### src/design/hrrs_pkg.sv
// Package for the host result readout synchronisation block.
// Assumes one 100 MHz clock domain and a word-wide register port from the chip core.
package hrrs_pkg;

    // -----------------------------------------------------------------
    // Register map
    // -----------------------------------------------------------------
    // Elapsed time since the last task sequencer trigger, read only.
    localparam logic [8:0] ADDR_TS_ELAPSED = 9'h0E9;
    // Interrupt configuration word.
    localparam logic [8:0] ADDR_IRQ_CFG = 9'h0EA;
    // Firmware configuration word.
    localparam logic [8:0] ADDR_FW_CFG = 9'h0EB;
    // Flow volume result word.
    localparam logic [8:0] ADDR_VOLUME = 9'h0EC;
    // Status word.
    localparam logic [8:0] ADDR_STATUS = 9'h0ED;

    // -----------------------------------------------------------------
    // Field positions
    // -----------------------------------------------------------------
    // Interrupt configuration bit positions.
    localparam int IRQ_MEAS_BIT = 0;
    localparam int IRQ_ERR_BIT = 1;
    localparam int IRQ_TSQ_BIT = 2;
    // Firmware configuration bit positions.
    localparam int CFG_REDUNDANT_BIT = 0;
    localparam int CFG_PULSE_ERR_BIT = 1;
    // Reset values.
    localparam logic [31:0] RESET_WORD = 32'h0000_0000;
    // Width of the error flag word.
    localparam int ERR_W = 16;

    // Time of a volume pulse; the error pulse burst lasts twice this time.
    localparam int PULSE_NS = 1000;
    localparam int CLK_NS = 10;
    localparam int PULSE_CYC = (PULSE_NS + CLK_NS - 1) / CLK_NS;

    // Events coming from the chip core, same clock.
    typedef struct packed {
        logic meas_done;
        logic tsq_end;
        logic tsq_trigger;
        logic comm_request;
        logic fw_ready;
        logic watchdog_reset;
        logic low_voltage;
        logic volume_pulse;
        logic [ERR_W-1:0] err_flags;
    } hrrs_event_s;

    // Readout controller phases.
    typedef enum logic [1:0] {
        HRRS_IDLE = 2'b00,
        HRRS_PEND = 2'b01,
        HRRS_ANSWER = 2'b10
    } hrrs_comm_e;

endpackage : hrrs_pkg

### src/design/hrrs_top.sv
// Host result readout synchronisation logic inside the flow converter.
// Assumes core events arrive synchronously on clk_sys; reg port is same-clock.
`timescale 1ns/1ps
module hrrs_top
(
    input wire logic clk_sys,
    input wire logic rst_n,
    input wire hrrs_pkg::hrrs_event_s core_evt,
    input wire logic [31:0] volume_in,
    input wire logic volume_load,
    input wire logic reg_wr,
    input wire logic reg_rd,
    input wire logic [8:0] reg_addr,
    input wire logic [31:0] reg_wdata,
    output logic [31:0] reg_rdata,
    output logic host_irq,
    output logic low_voltage_indicator_pin,
    output logic volume_pulse_out,
    output logic chip_idle
);

    // -----------------------------------------------------------------
    // State
    // -----------------------------------------------------------------
    // Local copy of the error word width, needed by the state record below.
    localparam int ERR_W_L = hrrs_pkg::ERR_W;

    // All state of the block gathered in one record.
    typedef struct packed {
        logic [31:0] ts_elapsed;
        logic [31:0] volume;
        logic [31:0] volume_copy;
        logic [31:0] rdata;
        logic [2:0] irq_en;
        logic [ERR_W_L-1:0] err_mask;
        logic [1:0] fw_cfg;
        hrrs_pkg::hrrs_comm_e comm;
        logic irq;
        logic lv_pin;
        logic [7:0] pulse_cnt;
        logic pulse;
        logic err_seen;
    } hrrs_state_s;

    hrrs_state_s st_r;
    hrrs_state_s st_nxt;
    // Volume is valid when both copies agree or protection is off; otherwise the protected copy is reported.
    logic volume_ok;

    assign volume_ok = (st_r.volume == st_r.volume_copy) ||
        !st_r.fw_cfg[hrrs_pkg::CFG_REDUNDANT_BIT];

    // -----------------------------------------------------------------
    // Next state
    // -----------------------------------------------------------------
    // One combinational process computes every next value.
    always_comb
    begin
        st_nxt = st_r;
        st_nxt.irq = 1'b0;
        if (core_evt.tsq_trigger)
        begin
            st_nxt.ts_elapsed = hrrs_pkg::RESET_WORD;
        end
        else
        begin
            st_nxt.ts_elapsed = st_r.ts_elapsed + 32'h0000_0001;
        end
        if (core_evt.meas_done && st_r.irq_en[hrrs_pkg::IRQ_MEAS_BIT])
        begin
            st_nxt.irq = 1'b1;
        end
        if (st_r.irq_en[hrrs_pkg::IRQ_ERR_BIT] && |(core_evt.err_flags & st_r.err_mask))
        begin
            st_nxt.irq = 1'b1;
        end
        if (core_evt.tsq_end && st_r.irq_en[hrrs_pkg::IRQ_TSQ_BIT])
        begin
            st_nxt.irq = 1'b1;
        end
        unique case (st_r.comm)
            hrrs_pkg::HRRS_IDLE:
            begin
                // A request waits until the firmware can answer it.
                if (core_evt.comm_request)
                begin
                    st_nxt.comm = hrrs_pkg::HRRS_PEND;
                end
            end
            hrrs_pkg::HRRS_PEND:
            begin
                if (core_evt.fw_ready)
                begin
                    st_nxt.irq = 1'b1;
                    st_nxt.comm = hrrs_pkg::HRRS_ANSWER;
                end
            end
            hrrs_pkg::HRRS_ANSWER:
            begin
                st_nxt.comm = hrrs_pkg::HRRS_IDLE;
            end
            default:
            begin
                // The fourth code is illegal and recovers to idle.
                st_nxt.comm = hrrs_pkg::HRRS_IDLE;
            end
        endcase
        if (volume_load)
        begin
            st_nxt.volume = volume_in;
            if (st_r.fw_cfg[hrrs_pkg::CFG_REDUNDANT_BIT])
            begin
                st_nxt.volume_copy = volume_in;
            end
        end
        else if (!volume_ok)
        begin
            // Repair the working copy from the protected copy.
            st_nxt.volume = st_r.volume_copy;
        end
        // Without protection the copy shadows the working word, so that switching
        // protection on later does not replace a good volume by a stale copy.
        if (!st_r.fw_cfg[hrrs_pkg::CFG_REDUNDANT_BIT])
        begin
            st_nxt.volume_copy = st_nxt.volume;
        end
        st_nxt.lv_pin = !core_evt.low_voltage;
        st_nxt.err_seen = st_r.err_seen | (|core_evt.err_flags);
        if (st_r.pulse_cnt != 8'h00)
        begin
            st_nxt.pulse_cnt = st_r.pulse_cnt - 8'h01;
        end
        else if (core_evt.volume_pulse)
        begin
            st_nxt.pulse_cnt = 8'(hrrs_pkg::PULSE_CYC);
        end
        else if (st_r.err_seen && st_r.fw_cfg[hrrs_pkg::CFG_PULSE_ERR_BIT])
        begin
            // Error shown as one high pulse twice as long as a volume pulse.
            // An error flagged in this very cycle is kept, so set wins over clear.
            st_nxt.err_seen = |core_evt.err_flags;
            st_nxt.pulse_cnt = 8'(hrrs_pkg::PULSE_CYC * 2);
        end
        st_nxt.pulse = (st_nxt.pulse_cnt != 8'h00);
        // Register writes from the core port.
        if (reg_wr)
        begin
            unique case (reg_addr)
                hrrs_pkg::ADDR_IRQ_CFG:
                begin
                    st_nxt.irq_en = reg_wdata[2:0];
                    st_nxt.err_mask = reg_wdata[16 +: ERR_W_L];
                end
                hrrs_pkg::ADDR_FW_CFG:
                begin
                    st_nxt.fw_cfg = reg_wdata[1:0];
                end
                default:
                begin
                    // Other addresses are read only or unmapped.
                end
            endcase
        end
        // Read data registered one cycle after the strobe.
        if (reg_rd)
        begin
            unique case (reg_addr)
                hrrs_pkg::ADDR_TS_ELAPSED: st_nxt.rdata = st_r.ts_elapsed;
                hrrs_pkg::ADDR_IRQ_CFG: st_nxt.rdata = {st_r.err_mask, 13'h0000, st_r.irq_en};
                hrrs_pkg::ADDR_FW_CFG: st_nxt.rdata = {30'h0000_0000, st_r.fw_cfg};
                hrrs_pkg::ADDR_VOLUME: st_nxt.rdata = volume_ok ? st_r.volume : st_r.volume_copy;
                hrrs_pkg::ADDR_STATUS: st_nxt.rdata = {29'h0000_0000, volume_ok, st_r.comm};
                default: st_nxt.rdata = hrrs_pkg::RESET_WORD;
            endcase
        end
        if (core_evt.watchdog_reset)
        begin
            st_nxt.volume = hrrs_pkg::RESET_WORD;
            st_nxt.volume_copy = hrrs_pkg::RESET_WORD;
            st_nxt.ts_elapsed = hrrs_pkg::RESET_WORD;
            st_nxt.comm = hrrs_pkg::HRRS_IDLE;
        end
    end

    // -----------------------------------------------------------------
    // State register
    // -----------------------------------------------------------------
    // Asynchronous reset loads constants only.
    always_ff @(posedge clk_sys or negedge rst_n)
    begin
        if (!rst_n)
        begin
            st_r <= '0;
            st_r.lv_pin <= 1'b1;
        end
        else
        begin
            st_r <= st_nxt;
        end
    end

    // Outputs straight from state flops, except chip_idle decoded from comm and pulse_cnt.
    assign reg_rdata = st_r.rdata;
    assign host_irq = st_r.irq;
    assign low_voltage_indicator_pin = st_r.lv_pin;
    assign volume_pulse_out = st_r.pulse;
    assign chip_idle = (st_r.comm == hrrs_pkg::HRRS_IDLE) && (st_r.pulse_cnt == 8'h00);

    // -----------------------------------------------------------------
    // Assertions
    // -----------------------------------------------------------------
    meas_irq_a: assert property (@(posedge clk_sys) disable iff (!rst_n)
        core_evt.meas_done && st_r.irq_en[hrrs_pkg::IRQ_MEAS_BIT] |=> host_irq)
        else $error("Measurement interrupt missing.");
    err_irq_a: assert property (@(posedge clk_sys) disable iff (!rst_n)
        st_r.irq_en[hrrs_pkg::IRQ_ERR_BIT] && |(core_evt.err_flags & st_r.err_mask) |=> host_irq)
        else $error("Error interrupt missing.");
    tsq_irq_a: assert property (@(posedge clk_sys) disable iff (!rst_n)
        core_evt.tsq_end && st_r.irq_en[hrrs_pkg::IRQ_TSQ_BIT] |=> host_irq)
        else $error("Sequencer interrupt missing.");
    req_answer_a: assert property (@(posedge clk_sys) disable iff (!rst_n)
        st_r.comm == hrrs_pkg::HRRS_PEND && core_evt.fw_ready && !core_evt.watchdog_reset
        |=> host_irq ##1 st_r.comm == hrrs_pkg::HRRS_IDLE)
        else $error("Request not answered.");
    req_clear_a: assert property (@(posedge clk_sys) disable iff (!rst_n)
        st_r.comm == hrrs_pkg::HRRS_ANSWER |=> st_r.comm == hrrs_pkg::HRRS_IDLE)
        else $error("Request not cleared.");
    ts_time_a: assert property (@(posedge clk_sys) disable iff (!rst_n)
        core_evt.tsq_trigger ##1 !core_evt.tsq_trigger && !core_evt.watchdog_reset
        |=> st_r.ts_elapsed == 32'h0000_0001)
        else $error("Elapsed time wrong.");
    wd_clear_a: assert property (@(posedge clk_sys) disable iff (!rst_n)
        core_evt.watchdog_reset |=> st_r.volume == 32'h0 && st_r.volume_copy == 32'h0)
        else $error("Watchdog did not clear data.");
    lv_pin_a: assert property (@(posedge clk_sys) disable iff (!rst_n)
        core_evt.low_voltage |=> !low_voltage_indicator_pin)
        else $error("Low voltage pin not low.");
    pulse_a: assert property (@(posedge clk_sys) disable iff (!rst_n)
        st_r.pulse_cnt == 8'h00 && core_evt.volume_pulse |=> volume_pulse_out [*8])
        else $error("Volume pulse too short.");
    redund_a: assert property (@(posedge clk_sys) disable iff (!rst_n)
        volume_load && st_r.fw_cfg[hrrs_pkg::CFG_REDUNDANT_BIT] && !core_evt.watchdog_reset
        |=> st_r.volume_copy == $past(volume_in))
        else $error("Redundant copy not stored.");

endmodule : hrrs_top

### config.mk
export PLATFORM = sky130hd
export DESIGN_NAME = hrrs_top
export DESIGN_NICKNAME = d
export VERILOG_FILES = /design/src/design/hrrs_pkg.sv /design/src/design/hrrs_top.sv
export SDC_FILE = /design/constraint.sdc
export NUM_CORES = 1
export LEC_CHECK = 0
export BUFFER_PORTS_ARGS = -buffer_cell sky130_fd_sc_hd__buf_2
export CAP_MARGIN = 5
export CORE_MARGIN = 2
export CORE_UTILIZATION = 50
export DETAILED_ROUTE_END_ITERATION = 8
export PLACE_DENSITY = 0.72
export SKIP_CTS_REPAIR_TIMING = 1
export SLEW_MARGIN = 20
export SYNTH_ARGS = -nofsm -noshare
export SYNTH_HDL_FRONTEND = slang
export SYNTH_SLANG_ARGS = --single-unit
### constraint.sdc
create_clock -name clk_sys -period 5.3 [get_ports clk_sys]
set_input_delay 0.265 -clock clk_sys [delete_from_list [all_inputs] [get_ports clk_sys]]
set_output_delay 0.265 -clock clk_sys [all_outputs]
set_load 0.02 [all_outputs]
==> flow_metrics.tcl <==
set metrics [dict create \
    die_area_um2 16850 \
    synth_seq_cells 163 \
    track_usage_pct 24.09 \
    start_util_pct 51.67 \
    p_switching_uw 753.3 \
    yosys.cell_count.top_type "dfrtp_1" \
    cap_violations 0 \
    routed_wl_um 19670 \
    synth-edff-count 0 \
    path_max_fanout 18 \
    fin_total_pwr_mw 2.982 \
    drv_slew 0 \
    finalCritPeriodShare_pct 61.30 \
    syn-num-nets 850 \
    hold_path.class "in2async" \
    ios 138 \
    synth_cells 745 \
    clkPwrFrac_pct 41.4 \
    grt_max_degree 115 \
    grt_overflow_total 0 \
    antenna_cells 0 \
    async_flop_share_pct 100.0 \
    area_delta_synth_final_pct 14.50 \
    synth-main-ff-cell "dfrtp_1" \
    power_density_nw_per_um2 329.1 \
    ant_nets 0 \
    drt_iter0_drc 615 \
    dp_hpwl_um 14010 \
    endpoint_kind "register" \
    timing.hold.ws_ps -99.42 \
    vias_per_cell 5.943 \
    final_hold_viol_count 35 \
    worst_pin_slew_ps 1106 \
    yosysTopAreaCell "dfrtp_1" \
    cts_tree "yes" \
    worstPathArrival_ps 3510 \
    grt_pass1_wl_um 31130 \
    portBuffers 124 \
    cts_root_buf "clkbuf_16" \
    pre_cts_ws_ps 1831 \
    utilization_pct 59.16 \
    yosys_warnings 0 \
    slowest_stage "o21ai_4" \
    vdd_drop_max_mv 0.1975 \
    first_global_vias 5904 \
    fin_skew_ps 7.766 \
    ys_seq_area_share_pct 51.57 \
    fp.dieW_um 129.8 \
    worstSetupPathType "reg2reg" \
    register_area_um2 4080 \
    cp-start-kind "register" \
    cts.sinks 163 \
    clkTransAtPathRegs_ps 60 \
    switching_share_pct 25.26 \
    synth_cell_types 54 \
    pwr-share-comb_pct 11.9 \
    syn-cell-area_um2 7913 \
    core_um2 15310 \
    wl_per_cell_um 18.86 \
    firstDrtPassIters 5 \
    antenna_found_initial 0 \
    route.detailed.drc 0 \
    yosys.area.top_type_share_pct 51.23 \
    fmax_mhz 307.8 \
    multi_input_area_um2 3367 \
    rsz0062_at_grt "no" \
    fill_cells 1307 \
    p_seq_share_pct 46.8 \
    nNetsFinal 926 \
    p_leak_nw 4.318 \
    ys_top_cells_by_area "dfrtp_1 (51%), a211oi_1 (6.2%), xor2_1 (5.6%)" \
    violations "negative hold slack" \
    synth_common_cells "dfrtp_1 (162), nor2_1 (74), a211oi_1 (65), xor2_1 (51), clkbuf_1 (38)" \
    path_cells "xor2_1 -> nor4_1 -> nand4_1 -> o21ai_4 -> buf_4 -> mux2i_1 -> o221ai_1" \
    clkLatencyLatePin_ps 430 \
    vias 6199 \
    finalSetupViolations 0 \
    layout-drive-gt1-share_pct 22.72 \
    cts_buffers 17 \
    min_period_ps 3249 \
    fin_tns_setup_ps 0 \
    clockBufferDepth 2 \
    outcome "finished with violations" \
    die_h_um 129.8 \
    h-tree-depth 4 \
    layout_setup_ws_ps 2051 \
    avgSynthCellArea_um2 10.62 \
    required_ps 5560 \
    relSlewSlack_pct 25.87 \
    gp_congestion 0.9088 \
    max_stage_delay_ps 660 \
    internal_power_mw 2.229 \
    rows 45 \
]
## critical path, delay by kind of cell, from the launching register on
family / cells / cell delay (ps)
AOI/OAI and AO/OA: 2 / 880
xor gates and xnor gates: 1 / 170
buffers and inverters: 1 / 430
DFF: 1 / 390
muxes: 1 / 500
and+or+nand+nor: 2 / 700
## per-stage QoR
stage                     std cells  hold slack, ps  cell area [um^2]
after global routing           1043           5.293              9060
final                          1043          -99.42              9060
after detailed placement       1011           378.0              8451
after CTS                      1041          -72.91              9036
after global placement         1011           373.3              8451
after floorplan                 745          -30.59              7913
## cells in the final DEF (no fill, tap or decap), types with 21 or more instances in the layout
master,synthesis,final
dfrtp_1,162,162
buf_2,4,123
nor2_1,74,74
a211oi_1,65,65
xor2_1,51,51
nand2_1,34,34
mux2i_1,32,32
nand3_1,25,25
o21ai_0,23,23
mux2_2,23,23
o221ai_1,22,22
a22oi_1,21,21
## cell families (layout without fill, tap and decap cells)
family / count (synthesis) / count (layout) / share of synthesized area [%]
compound gates: 167 / 167 / 15.15
xor+xnor: 58 / 58 / 6.420
fa+ha+maj: 3 / 3 / 0.4744
buf+inv: 94 / 181 / 6.041
flops: 163 / 163 / 51.57
mux: 55 / 55 / 7.321
simple gates: 205 / 205 / 13.03
## layer usage
| metal | vias up | GRT usage (%) | part of all wire [%] |
|---|---|---|---|
| li1 | 2851 | - | - |
| met1 | 3094 | 32.59 | 43 |
| met2 | 214 | 39.73 | 49 |
| met3 | 40 | 4.141 | 5.3 |
| met4 | 0 | 8.096 | 2.4 |
| met5 | - | 0 | 0 |
## worst paths after layout
check | from | endpoint | slack (ps) | cells after the start
setup / recovery | st_r[68] | reg_rdata[20] | 2050 | 7
hold / removal | rst_n | st_r[20] | -100 | 1
setup reg to reg | st_r[68] | reg_rdata[20] | 2050 | 7
hold reg to reg | st_r[0] | st_r[0] | 520 | 1
max in group asynchronous | rst_n | st_r[120] | 4240 | 2
min in group clk_sys | reg_wdata[19] | st_r[19] | 70 | 2
## power groups by stage
stage               Sequential, mW  Clock [mW]  Combinational [mW]
global route                  1.40        1.30               0.397
finish                        1.39        1.23               0.354
CTS                           1.39        1.25               0.353
detailed placement            1.41           0               0.352
floorplan                     1.40           0               0.224
global placement              1.41           0               0.331
## final cells by class
| class | instances | share of cell area, % |
|---|---|---|
| clock inverter | 5 | 1.105 |
| tap | 211 | 2.914 |
| multi-input combinational | 488 | 37.16 |
| inverter | 20 | 0.8286 |
| clock buffer | 25 | 5.358 |
| sequential | 163 | 45.04 |
| timing repair buffer | 131 | 7.596 |
## sequential cells by signal, summed over array words and instances, names as in the netlist
name / count
st_r: 128
reg_rdata: 32
volume_pulse_out: 1
low_voltage_indicator_pin: 1
host_irq: 1
No activity file was read; power rests on OpenSTA's default activity.
